`config.mk`:
```
export PLATFORM = sky130hd
export DESIGN_NAME = ocdc_top
export DESIGN_NICKNAME = d
export VERILOG_FILES = /design/src/ocdc_pkg.sv /design/src/ocdc_corr_engine.sv /design/src/ocdc_req_queue.sv /design/src/ocdc_top.sv
export SDC_FILE = /design/constraint.sdc
export NUM_CORES = 2
export LEC_CHECK = 0
export BUFFER_PORTS_ARGS = -buffer_cell sky130_fd_sc_hd__buf_4
export CAP_MARGIN = 20
export CORE_MARGIN = 4
export CORE_UTILIZATION = 45
export DETAILED_ROUTE_END_ITERATION = 16
export GPL_ROUTABILITY_DRIVEN = 0
export MAX_ROUTING_LAYER = met4
export PLACE_DENSITY_LB_ADDON = 0.1
export SYNTH_ARGS = -nofsm -noshare
export SYNTH_HDL_FRONTEND = slang
export SYNTH_SLANG_ARGS = --single-unit
```
`constraint.sdc`:
```
create_clock -name mclk_in -period 25.6 [get_ports mclk_in]
set_input_delay 3.84 -clock mclk_in [delete_from_list [all_inputs] [get_ports mclk_in]]
set_output_delay 3.84 -clock mclk_in [all_outputs]
set_load 0.005 [all_outputs]
```
`src/ocdc_pkg.sv`:
```
// Purpose: Shared constants and types of the octal converter datapath
// Assumes: 32-bit AHB-Lite register bus, 12-bit codes, eight channels
// Notes:   Offsets are byte addresses
// Overview of operation
// - Per-channel zero and gain correction registers
// - Corrected code stored in channel data register
// - Input, gain or zero write recomputes channel
// - Gain coefficient spans half to one-and-half
// - Zero offset signed, -2048 to +2047 LSB
// - One shared engine serves channels in turn
// - Correction enable bit switches engine on/off
// - Disabled: pass data through, store gain/zero only
// - Code times (gain+2^11) over 2^12 plus zero
// - Reset gain 2048, zero 0, input 000h
// - Dual supply shift default 2458 or 2731
// - Gain select bit picks gain six or four
// - Single supply powers both shift converters down
// - Channels 0-3 group A, 4-7 group B
// - Format pin: low binary, high twos complement
// - Latch code selects channel converter tap
// - Gain always binary, zero always twos complement
// - Readback in the format written
// - Gain change reloads group shift defaults
package ocdc_pkg;
  localparam int          CH_N      = 8;
  localparam int          CODE_W    = 12;
  localparam int          ID_W      = 3;
  localparam int          GRP_SZ    = 4;
  localparam logic [7:0]  CFG_OFS   = 8'h00;
  localparam logic [7:0]  SHA_OFS   = 8'h04;
  localparam logic [7:0]  SHB_OFS   = 8'h08;
  localparam logic [7:0]  IN_BASE   = 8'h40;
  localparam logic [7:0]  GN_BASE   = 8'h60;
  localparam logic [7:0]  ZR_BASE   = 8'h80;
  localparam logic [7:0]  DR_BASE   = 8'ha0;
  localparam logic [7:0]  LT_BASE   = 8'hc0;
  localparam int          CE_BIT    = 0;
  localparam int          G4_BIT    = 1;
  localparam int          DUAL_BIT  = 2;
  localparam int          FMT_BIT   = 8;
  localparam int          BUSY_BIT  = 9;
  localparam logic [2:0]  CFG_RST   = 3'h4;
  localparam logic [11:0] GAIN_RST  = 12'h800;
  localparam logic [11:0] ZERO_RST  = 12'h000;
  localparam logic [11:0] IN_RST    = 12'h000;
  localparam logic [11:0] DR_RST    = 12'h000;
  localparam logic [11:0] SHIFT_G6  = 12'h99a;
  localparam logic [11:0] SHIFT_G4  = 12'haab;
  localparam logic [12:0] GAIN_BIAS = 13'h0800;
  localparam int          DIV_SH    = 12;
  localparam logic [11:0] CODE_MAX  = 12'hfff;

  typedef struct packed {
    logic [ID_W-1:0]   ch;
    logic [CODE_W-1:0] code;
    logic [CODE_W-1:0] gain;
    logic [CODE_W-1:0] zero;
  } ocdc_req_s;

  typedef struct packed {
    logic [ID_W-1:0]   ch;
    logic [CODE_W-1:0] code;
  } ocdc_res_s;

  // Twos complement and offset binary differ only in the MSB
  function automatic logic [CODE_W-1:0] fmt_flip(
    input logic [CODE_W-1:0] c, input logic twos);
    return c ^ {twos, {(CODE_W-1){1'b0}}};
  endfunction

  function automatic logic hit(input logic [7:0] a, input logic [7:0] b);
    return (a[7:5] == b[7:5]) && (a[1:0] == 2'h0);
  endfunction
endpackage

```
`src/ocdc_corr_engine.sv`:
```
// Purpose: Shared gain and zero correction arithmetic
// Assumes: One request per cycle at most, result one cycle later
// Notes:   Codes in offset binary
`timescale 1ns/100ps
`default_nettype none
module ocdc_corr_engine (
  input  wire logic               mclk_in,
  input  wire logic               reset_n_in,
  input  wire logic               req_valid_in,
  input  wire ocdc_pkg::ocdc_req_s req_in,
  output logic                    res_valid_out,
  output ocdc_pkg::ocdc_res_s     res_out
);
  logic        [12:0] gsum;
  logic        [24:0] prod;
  logic        [12:0] scaled;
  logic signed [14:0] sum;
  logic        [11:0] sat;

  ////////////////////////////////////////////////////////////////////////
  always_comb begin
    gsum   = {1'b0, req_in.gain} + ocdc_pkg::GAIN_BIAS;
    prod   = req_in.code * gsum;
    scaled = prod[24:ocdc_pkg::DIV_SH];
    sum    = $signed({2'h0, scaled})
           + $signed({{3{req_in.zero[11]}}, req_in.zero});
    if (sum < 0) begin
      sat = 12'h000;
    end else if (sum > $signed({3'h0, ocdc_pkg::CODE_MAX})) begin
      sat = ocdc_pkg::CODE_MAX;
    end else begin
      sat = sum[11:0];
    end
  end

  always_ff @(posedge mclk_in or negedge reset_n_in) begin
    if (!reset_n_in) begin
      res_valid_out <= 1'b0;
      res_out       <= '0;
    end else begin
      res_valid_out <= req_valid_in;
      res_out       <= '{ch: req_in.ch, code: sat};
    end
  end
endmodule
`default_nettype wire

```
`src/ocdc_req_queue.sv`:
```
// Purpose: Arrival-ordered queue of channel correction requests
// Assumes: At most one push and one pop per cycle
// Notes:   A channel already waiting is not queued twice
`timescale 1ns/100ps
`default_nettype none
module ocdc_req_queue #(
  parameter int DEPTH = 8,
  parameter int ID_W  = 3
) (
  input  wire logic            mclk_in,
  input  wire logic            reset_n_in,
  input  wire logic            push_in,
  input  wire logic [ID_W-1:0] push_id_in,
  input  wire logic            pop_in,
  output logic                 valid_out,
  output logic      [ID_W-1:0] id_out
);
  localparam int PW = $clog2(DEPTH);
  if (DEPTH < (1 << ID_W) || DEPTH != (1 << PW)) begin : g_chk
    $error("Queue depth must be a power of two covering all ids");
  end
  logic [ID_W-1:0] mem_q [DEPTH];
  logic [PW-1:0]   rd_q;
  logic [PW-1:0]   wr_q;
  logic [PW:0]     cnt_q;
  logic [(1<<ID_W)-1:0] pend_q;
  logic            do_pop;
  logic            do_push;

  ////////////////////////////////////////////////////////////////////////
  assign valid_out = (cnt_q != '0);
  assign id_out    = mem_q[rd_q];
  assign do_pop    = pop_in && valid_out;
  // Same id leaving now must be queued again: its registers just changed
  assign do_push   = push_in && !(pend_q[push_id_in]
                     && !(do_pop && id_out == push_id_in));

  always_ff @(posedge mclk_in or negedge reset_n_in) begin
    if (!reset_n_in) begin
      rd_q  <= '0;
      wr_q  <= '0;
      cnt_q <= '0;
    end else begin
      rd_q  <= rd_q + PW'(do_pop);
      wr_q  <= wr_q + PW'(do_push);
      cnt_q <= cnt_q + (PW+1)'(do_push) - (PW+1)'(do_pop);
    end
  end

  always_ff @(posedge mclk_in) begin
    if (do_push) begin
      mem_q[wr_q] <= push_id_in;
    end
  end

  for (genvar i = 0; i < (1 << ID_W); i++) begin : g_pend
    always_ff @(posedge mclk_in or negedge reset_n_in) begin
      if (!reset_n_in) begin
        pend_q[i] <= 1'b0;
      end else if (do_push && push_id_in == ID_W'(i)) begin
        pend_q[i] <= 1'b1;
      end else if (do_pop && id_out == ID_W'(i)) begin
        pend_q[i] <= 1'b0;
      end
    end
  end
endmodule
`default_nettype wire

```
`src/ocdc_top.sv`:
```
// Purpose: Octal converter datapath with correction and register bus
// Assumes: AHB-Lite slave, one wait state on a read right after a write, latches follow data registers
// Notes:   Shift, data and latch codes kept offset binary inside, converted at the bus; input codes stay as written
`timescale 1ns/100ps
`default_nettype none
module ocdc_top #(
  parameter int          CH_N     = 8,
  parameter logic [11:0] TRIM_G6_A = ocdc_pkg::SHIFT_G6,
  parameter logic [11:0] TRIM_G6_B = ocdc_pkg::SHIFT_G6,
  parameter logic [11:0] TRIM_G4_A = ocdc_pkg::SHIFT_G4,
  parameter logic [11:0] TRIM_G4_B = ocdc_pkg::SHIFT_G4
) (
  input  wire logic        mclk_in,
  input  wire logic        reset_n_in,
  input  wire logic        hsel_in,
  input  wire logic [31:0] haddr_in,
  input  wire logic [1:0]  htrans_in,
  input  wire logic        hwrite_in,
  input  wire logic [2:0]  hsize_in,
  input  wire logic [31:0] hwdata_in,
  input  wire logic        hready_in,
  output logic      [31:0] hrdata_out,
  output logic             hreadyout_out,
  output logic             hresp_out,
  input  wire logic        code_format_select_in,
  output logic      [95:0] channel_outputs_out,
  output logic      [23:0] group_shift_code_out,
  output logic      [1:0]  shift_pd_out,
  output logic             gain4_sel_out
);
  if (CH_N != ocdc_pkg::CH_N) begin : g_chk
    $error("Address map serves exactly eight channels");
  end

  logic [2:0]  fmt_sync_q;
  logic        fmt_q;
  logic [2:0]  cfg_q;
  logic [11:0] shift_q [2];
  logic [11:0] in_q    [CH_N];
  logic [11:0] gn_q    [CH_N];
  logic [11:0] zr_q    [CH_N];
  logic [11:0] dr_q    [CH_N];
  logic [11:0] lt_q    [CH_N];
  logic        wr_q;
  logic [7:0]  wa_q;
  logic [31:0] hrdata_q;
  logic [31:0] hrdata_d;
  logic        acc;
  logic        rd_req;
  logic        ce;
  logic [2:0]  wch;
  logic [11:0] wdat;
  logic        w_in;
  logic        w_gn;
  logic        w_zr;
  logic        w_dr;
  logic        w_cfg;
  logic        push;
  logic        q_valid;
  logic [2:0]  q_id;
  logic        res_valid;
  ocdc_pkg::ocdc_req_s req;
  ocdc_pkg::ocdc_res_s res;

  ////////////////////////////////////////////////////////////////////////
  // Format pin: first stage feeds only the second
  always_ff @(posedge mclk_in or negedge reset_n_in) begin
    if (!reset_n_in) begin
      fmt_sync_q <= 3'h0;
      fmt_q      <= 1'b0;
    end else begin
      fmt_sync_q <= {fmt_sync_q[1:0], code_format_select_in};
      if (fmt_sync_q[1] == fmt_sync_q[2]) begin
        fmt_q <= fmt_sync_q[2];
      end
    end
  end

  ////////////////////////////////////////////////////////////////////////
  // Bus slave
  assign acc    = hsel_in && htrans_in[1] && hready_in;
  // No hready in here: it would loop through the bus back to itself
  assign rd_req = hsel_in && htrans_in[1] && !hwrite_in;
  // One wait state lets a read see the write just ahead of it
  assign hreadyout_out = !(wr_q && rd_req);
  assign hresp_out     = 1'b0;
  assign hrdata_out    = hrdata_q;

  always_ff @(posedge mclk_in or negedge reset_n_in) begin
    if (!reset_n_in) begin
      wr_q <= 1'b0;
      wa_q <= 8'h00;
    end else begin
      wr_q <= acc && hwrite_in && (haddr_in[31:8] == 24'h000000);
      if (acc && hwrite_in) begin
        wa_q <= haddr_in[7:0];
      end
    end
  end

  assign ce    = cfg_q[ocdc_pkg::CE_BIT];
  assign wch   = wa_q[4:2];
  assign wdat  = hwdata_in[11:0];
  assign w_in  = wr_q && ocdc_pkg::hit(wa_q, ocdc_pkg::IN_BASE);
  assign w_gn  = wr_q && ocdc_pkg::hit(wa_q, ocdc_pkg::GN_BASE);
  assign w_zr  = wr_q && ocdc_pkg::hit(wa_q, ocdc_pkg::ZR_BASE);
  assign w_dr  = wr_q && ocdc_pkg::hit(wa_q, ocdc_pkg::DR_BASE);
  assign w_cfg = wr_q && wa_q == ocdc_pkg::CFG_OFS;

  always_comb begin
    logic [7:0] a;
    logic [2:0] c;
    a = haddr_in[7:0];
    c = haddr_in[4:2];
    hrdata_d = 32'h00000000;
    if (haddr_in[31:8] != 24'h000000) begin
      hrdata_d = 32'h00000000;
    end else if (a == ocdc_pkg::CFG_OFS) begin
      hrdata_d[2:0] = cfg_q;
      hrdata_d[ocdc_pkg::FMT_BIT]  = fmt_q;
      hrdata_d[ocdc_pkg::BUSY_BIT] = q_valid || res_valid;
    end else if (a == ocdc_pkg::SHA_OFS) begin
      hrdata_d[11:0] = ocdc_pkg::fmt_flip(shift_q[0], fmt_q);
    end else if (a == ocdc_pkg::SHB_OFS) begin
      hrdata_d[11:0] = ocdc_pkg::fmt_flip(shift_q[1], fmt_q);
    end else if (ocdc_pkg::hit(a, ocdc_pkg::IN_BASE)) begin
      hrdata_d[11:0] = in_q[c];
    end else if (ocdc_pkg::hit(a, ocdc_pkg::GN_BASE)) begin
      hrdata_d[11:0] = gn_q[c];
    end else if (ocdc_pkg::hit(a, ocdc_pkg::ZR_BASE)) begin
      hrdata_d[11:0] = zr_q[c];
    end else if (ocdc_pkg::hit(a, ocdc_pkg::DR_BASE)) begin
      hrdata_d[11:0] = ocdc_pkg::fmt_flip(dr_q[c], fmt_q);
    end else if (ocdc_pkg::hit(a, ocdc_pkg::LT_BASE)) begin
      hrdata_d[11:0] = ocdc_pkg::fmt_flip(lt_q[c], fmt_q);
    end
  end

  always_ff @(posedge mclk_in or negedge reset_n_in) begin
    if (!reset_n_in) begin
      hrdata_q <= 32'h00000000;
    end else if (acc && !hwrite_in) begin
      hrdata_q <= hrdata_d;
    end
  end

  ////////////////////////////////////////////////////////////////////////
  // Configuration and group shift codes
  always_ff @(posedge mclk_in or negedge reset_n_in) begin
    if (!reset_n_in) begin
      cfg_q <= ocdc_pkg::CFG_RST;
    end else if (w_cfg) begin
      cfg_q <= hwdata_in[2:0];
    end
  end

  always_ff @(posedge mclk_in or negedge reset_n_in) begin
    if (!reset_n_in) begin
      shift_q[0] <= TRIM_G6_A;
      shift_q[1] <= TRIM_G6_B;
    end else if (w_cfg && hwdata_in[ocdc_pkg::G4_BIT]
                 != cfg_q[ocdc_pkg::G4_BIT]) begin
      shift_q[0] <= hwdata_in[ocdc_pkg::G4_BIT] ? TRIM_G4_A
                                               : TRIM_G6_A;
      shift_q[1] <= hwdata_in[ocdc_pkg::G4_BIT] ? TRIM_G4_B
                                               : TRIM_G6_B;
    end else if (wr_q && wa_q == ocdc_pkg::SHA_OFS) begin
      shift_q[0] <= ocdc_pkg::fmt_flip(wdat, fmt_q);
    end else if (wr_q && wa_q == ocdc_pkg::SHB_OFS) begin
      shift_q[1] <= ocdc_pkg::fmt_flip(wdat, fmt_q);
    end
  end

  assign group_shift_code_out = {shift_q[1], shift_q[0]};
  // Single supply: both shift converters off
  assign shift_pd_out  = {2{!cfg_q[ocdc_pkg::DUAL_BIT]}};
  assign gain4_sel_out = cfg_q[ocdc_pkg::G4_BIT];

  ////////////////////////////////////////////////////////////////////////
  // Channel registers; engine result wins over a same-cycle direct write
  for (genvar i = 0; i < CH_N; i++) begin : g_ch
    always_ff @(posedge mclk_in or negedge reset_n_in) begin
      if (!reset_n_in) begin
        in_q[i] <= ocdc_pkg::IN_RST;
        gn_q[i] <= ocdc_pkg::GAIN_RST;
        zr_q[i] <= ocdc_pkg::ZERO_RST;
      end else if (wch == 3'(i)) begin
        if (w_in) begin
          in_q[i] <= wdat;
        end
        if (w_gn) begin
          gn_q[i] <= wdat;
        end
        if (w_zr) begin
          zr_q[i] <= wdat;
        end
      end
    end

    always_ff @(posedge mclk_in or negedge reset_n_in) begin
      if (!reset_n_in) begin
        dr_q[i] <= ocdc_pkg::DR_RST;
      end else if (res_valid && res.ch == 3'(i)) begin
        dr_q[i] <= res.code;
      end else if (wch == 3'(i) && (w_dr || (w_in && !ce))) begin
        dr_q[i] <= ocdc_pkg::fmt_flip(wdat, fmt_q);
      end
    end

    always_ff @(posedge mclk_in or negedge reset_n_in) begin
      if (!reset_n_in) begin
        lt_q[i] <= ocdc_pkg::DR_RST;
      end else begin
        lt_q[i] <= dr_q[i];
      end
    end

    // Channels 0-3 group A, 4-7 group B, by bit order
    assign channel_outputs_out[i*12 +: 12] = lt_q[i];
  end

  ////////////////////////////////////////////////////////////////////////
  // Correction requests and the shared engine
  assign push = wr_q && ce && (w_in || w_gn || w_zr);

  ocdc_req_queue #(
    .DEPTH (ocdc_pkg::CH_N),
    .ID_W  (ocdc_pkg::ID_W)
  ) u_queue (
    .mclk_in    (mclk_in),
    .reset_n_in (reset_n_in),
    .push_in    (push),
    .push_id_in (wch),
    .pop_in     (1'b1),
    .valid_out  (q_valid),
    .id_out     (q_id)
  );

  always_comb begin
    req.ch   = q_id;
    req.code = ocdc_pkg::fmt_flip(in_q[q_id], fmt_q);
    req.gain = gn_q[q_id];
    req.zero = zr_q[q_id];
  end

  ocdc_corr_engine u_engine (
    .mclk_in       (mclk_in),
    .reset_n_in    (reset_n_in),
    .req_valid_in  (q_valid),
    .req_in        (req),
    .res_valid_out (res_valid),
    .res_out       (res)
  );
endmodule
`default_nettype wire

```
==> out/summary.txt <==
Crit path max-delay cell type: a32oi_1
Worst-Margin Slew: 1.18 ns
Initial antenna violation count: 1
Core area: 76100 um^2
Worst path arrival time: 12.99 ns
First DRT Iteration DRCs: 2076
Unrepaired setup endpoints after global routing: false
Crit path buf inv count: 7
Fin crit period: 12.48 ns
Post-Syn Area per Cell: 11.3 um^2
Clock-pin slew on the worst setup and hold paths: 0.06 ns
P_leak: 17.2 nW
FF-to-FF End: u_engine.res_out[0]
Final HPWL from detailed placement: 70100 um
Post-synthesis sequential area ratio: 43.2%
H-Tree Level Count: 3
Multi-input logic area: 18100 um^2
Max Cap Viol: 0
Top cell by count, worst path: fa_1
Top delay family on crit path: compound AO/OA/AOI/OAI gates
EDFF count, synth: 24
Hold Crit Start: fmt_sync_q[0]
Sink Count: 590
Global-route wire length before repair: 163000 um
DR pass1 iterations: 5
Slew HR: 21.3%
Die H: 285 um
R2r startpoint: u_queue.rd_q[2]
Io pins: 232
FMAX: 80.1 MHz
Hold Fails Final Rpt: 0
Mapped cell area: 34500 um^2
Met2 track demand over resource: 43.0%
Resized cells post-CTS: 0
Clock root buffer: clkbuf_16
Grt total ovfl: 0
Num CTS Buffers: 67
Starting Density: 45.4%
Post-route cell area: 39000 um^2
Grt peak-use layer: met2
Post-DP Area: 36700 um^2
Asr flop ratio synth: 95.9%
Min Hold Slack: 0.366 ns
Register area: 14900 um^2
Cell variety after synth: 73
Share of cells above drive strength 1: 28.5%
Fin. max-slew vios: 0
Hold path cells: 0
Status: completed
Ys flop type: dfrtp_1
R2R Setup Slk: 13.12 ns
N_diodes: 0
Power, Total: 2.42 mW
Crit-path max FO: 85
PortBufs: 186
Cells after synthesis: 3067
Final Net Count: 3403
# fillers: 6747
Type of the worst min-delay path: register to register
Max clock buf depth: 3
Dominant cells by area after synthesis: dfrtp_1 (39%), mux2_2 (10%), mux4_2 (8.3%)
Placement row count: 101
Via density: 5.87
Most numerous cell in the Yosys netlist: dfrtp_1
Residual DRC: 0
Yosys warns: 0
Chip Width: 285 um
Total die area: 81300 um^2
Clk_skew: 0.0252 ns
Vias in the first global route: 25.5k
Tot GR Track Use: 27.0%
CP startpoint kind: register
Critical Path End Type: register
Avg WL per Cell: 25.2 um
Power per cell area: 61.9 nW/um^2
Finished Layout Cells: 4221
Data required, critical path: 26.11 ns
Postcts setup bufs: 0
Detailed Route WL: 106000 um
Vias: 24.8k
Placed Cells incl. Taps: 4098
TNS Setup: 0 ns
Yosys top cell area share: 39.5%
Seq cells post-synth: 590
R2R depth: 38
Max IR drop VDD: 59.8 uV
Crit path largest cell delay: 0.88 ns
Area growth syn-to-layout: 12.8%
Final worst path period share: 48.7%
CP Class: register to register
Met1 Track Usage GR: 36.1%
WHS Endpoint: fmt_sync_q[1]
Worst-skew pair later-pin latency: 0.61 ns
CTS tree: done
Setup violators final: 0
Post-synth top area cell: dfrtp_1
ANT nets after route: 0
Largest net degree at the start of global routing: 96
Hold_buf cts: 0
Most common library cells after synthesis: dfrtp_1 (545), nand2_1 (408), mux2_2 (309)
Grt met3 use: 3.87%
logic make-up after synthesis:
| family | after synthesis | synth area share, % |
|---|---|---|
| adders and majority gates | 190 | 9.26 |
| and+or+nand+nor | 871 | 11.5 |
| xor gates and xnor gates | 34 | 0.862 |
| other | 2 | 0.0217 |
| AOI/OAI and AO/OA | 337 | 6.53 |
| buffers and inverters | 427 | 5.04 |
| muxes | 616 | 23.6 |
| DFF | 590 | 43.2 |
cells in the final DEF, fill, tap and decap left out, types with 32 or more instances in the layout:
master     Yosys  layout
and3_1        35      35
dfrtp_1      545     545
or2_2         67      67
nor2_1       149     149
mux4_2       128     128
ha_1          79      79
a21oi_1       74      74
mux2_2       309     309
a311oi_1      32      32
nand2_1      408     408
buf_4         23     237
nand2b_1      34      34
inv_1        165     165
clkbuf_16      0      69
fa_1         110     110
nand3_1       92      92
o21ai_0       75      75
mux2i_1      178     176
power breakdown:
group / internal [mW] / total [mW] / switching (mW)
clock network: 0.597 / 0.996 / 0.399
logic: 0.156 / 0.344 / 0.188
registers: 1.00 / 1.08 / 0.0738
total: 1.75 / 2.42 / 0.660
layer usage:
metal	part of all wire, %	wire length (um)	up-vias
met5	0	0	-
met3	6.1	6450	196
li1	-	-	10814
met4	3.2	3360	0
met2	48	51100	886
met1	43	45500	12884
flip-flops by register name (all words and copies together), names as in the netlist:
register	count
u_queue.mem_q	24
hrdata_out	12
group_shift_code_out	24
u_engine.res_valid_out	1
u_queue.cnt_q	4
zr_q	96
dr_q	96
fmt_sync_q	3
u_queue.pend_q	8
fmt_q	1
u_queue.wr_q	3
in_q	96
gn_q	96
wa_q	8
u_engine.res_out	15
channel_outputs_out	96
cfg_q	3
wr_q	1
u_queue.rd_q	3
worst max path at each step:
stage,from,to,slack (ns),cells after the start
after detailed placement,u_queue.rd_q[2],u_engine.res_out[0],13.18,38
after CTS,u_queue.rd_q[2],u_engine.res_out[1],13.13,38
after global routing,u_queue.rd_q[2],u_engine.res_out[11],12.35,37
final,u_queue.rd_q[2],u_engine.res_out[0],13.12,38
after floorplan,u_queue.rd_q[0],u_engine.res_out[10],16.10,41
after global placement,u_queue.rd_q[2],u_engine.res_out[1],13.24,38
final cells by class:
cell class	count	area share (%)
clock buffers	101	5.17
inverters	167	1.61
well taps	1030	3.31
repair buffers	241	4.68
multi-input cells	2072	46.3
flip-flops and latches	590	38.2
clock inverters	20	0.674
through the flow:
stage               worst slack, ns  utilization (%)
finish                        13.12             51.2
global route                  12.35             51.2
CTS                           13.13             51.2
detailed placement            13.18             48.2
global placement              13.24             48.2
floorplan                     16.10                -
Power figures use the tool's default switching activity.
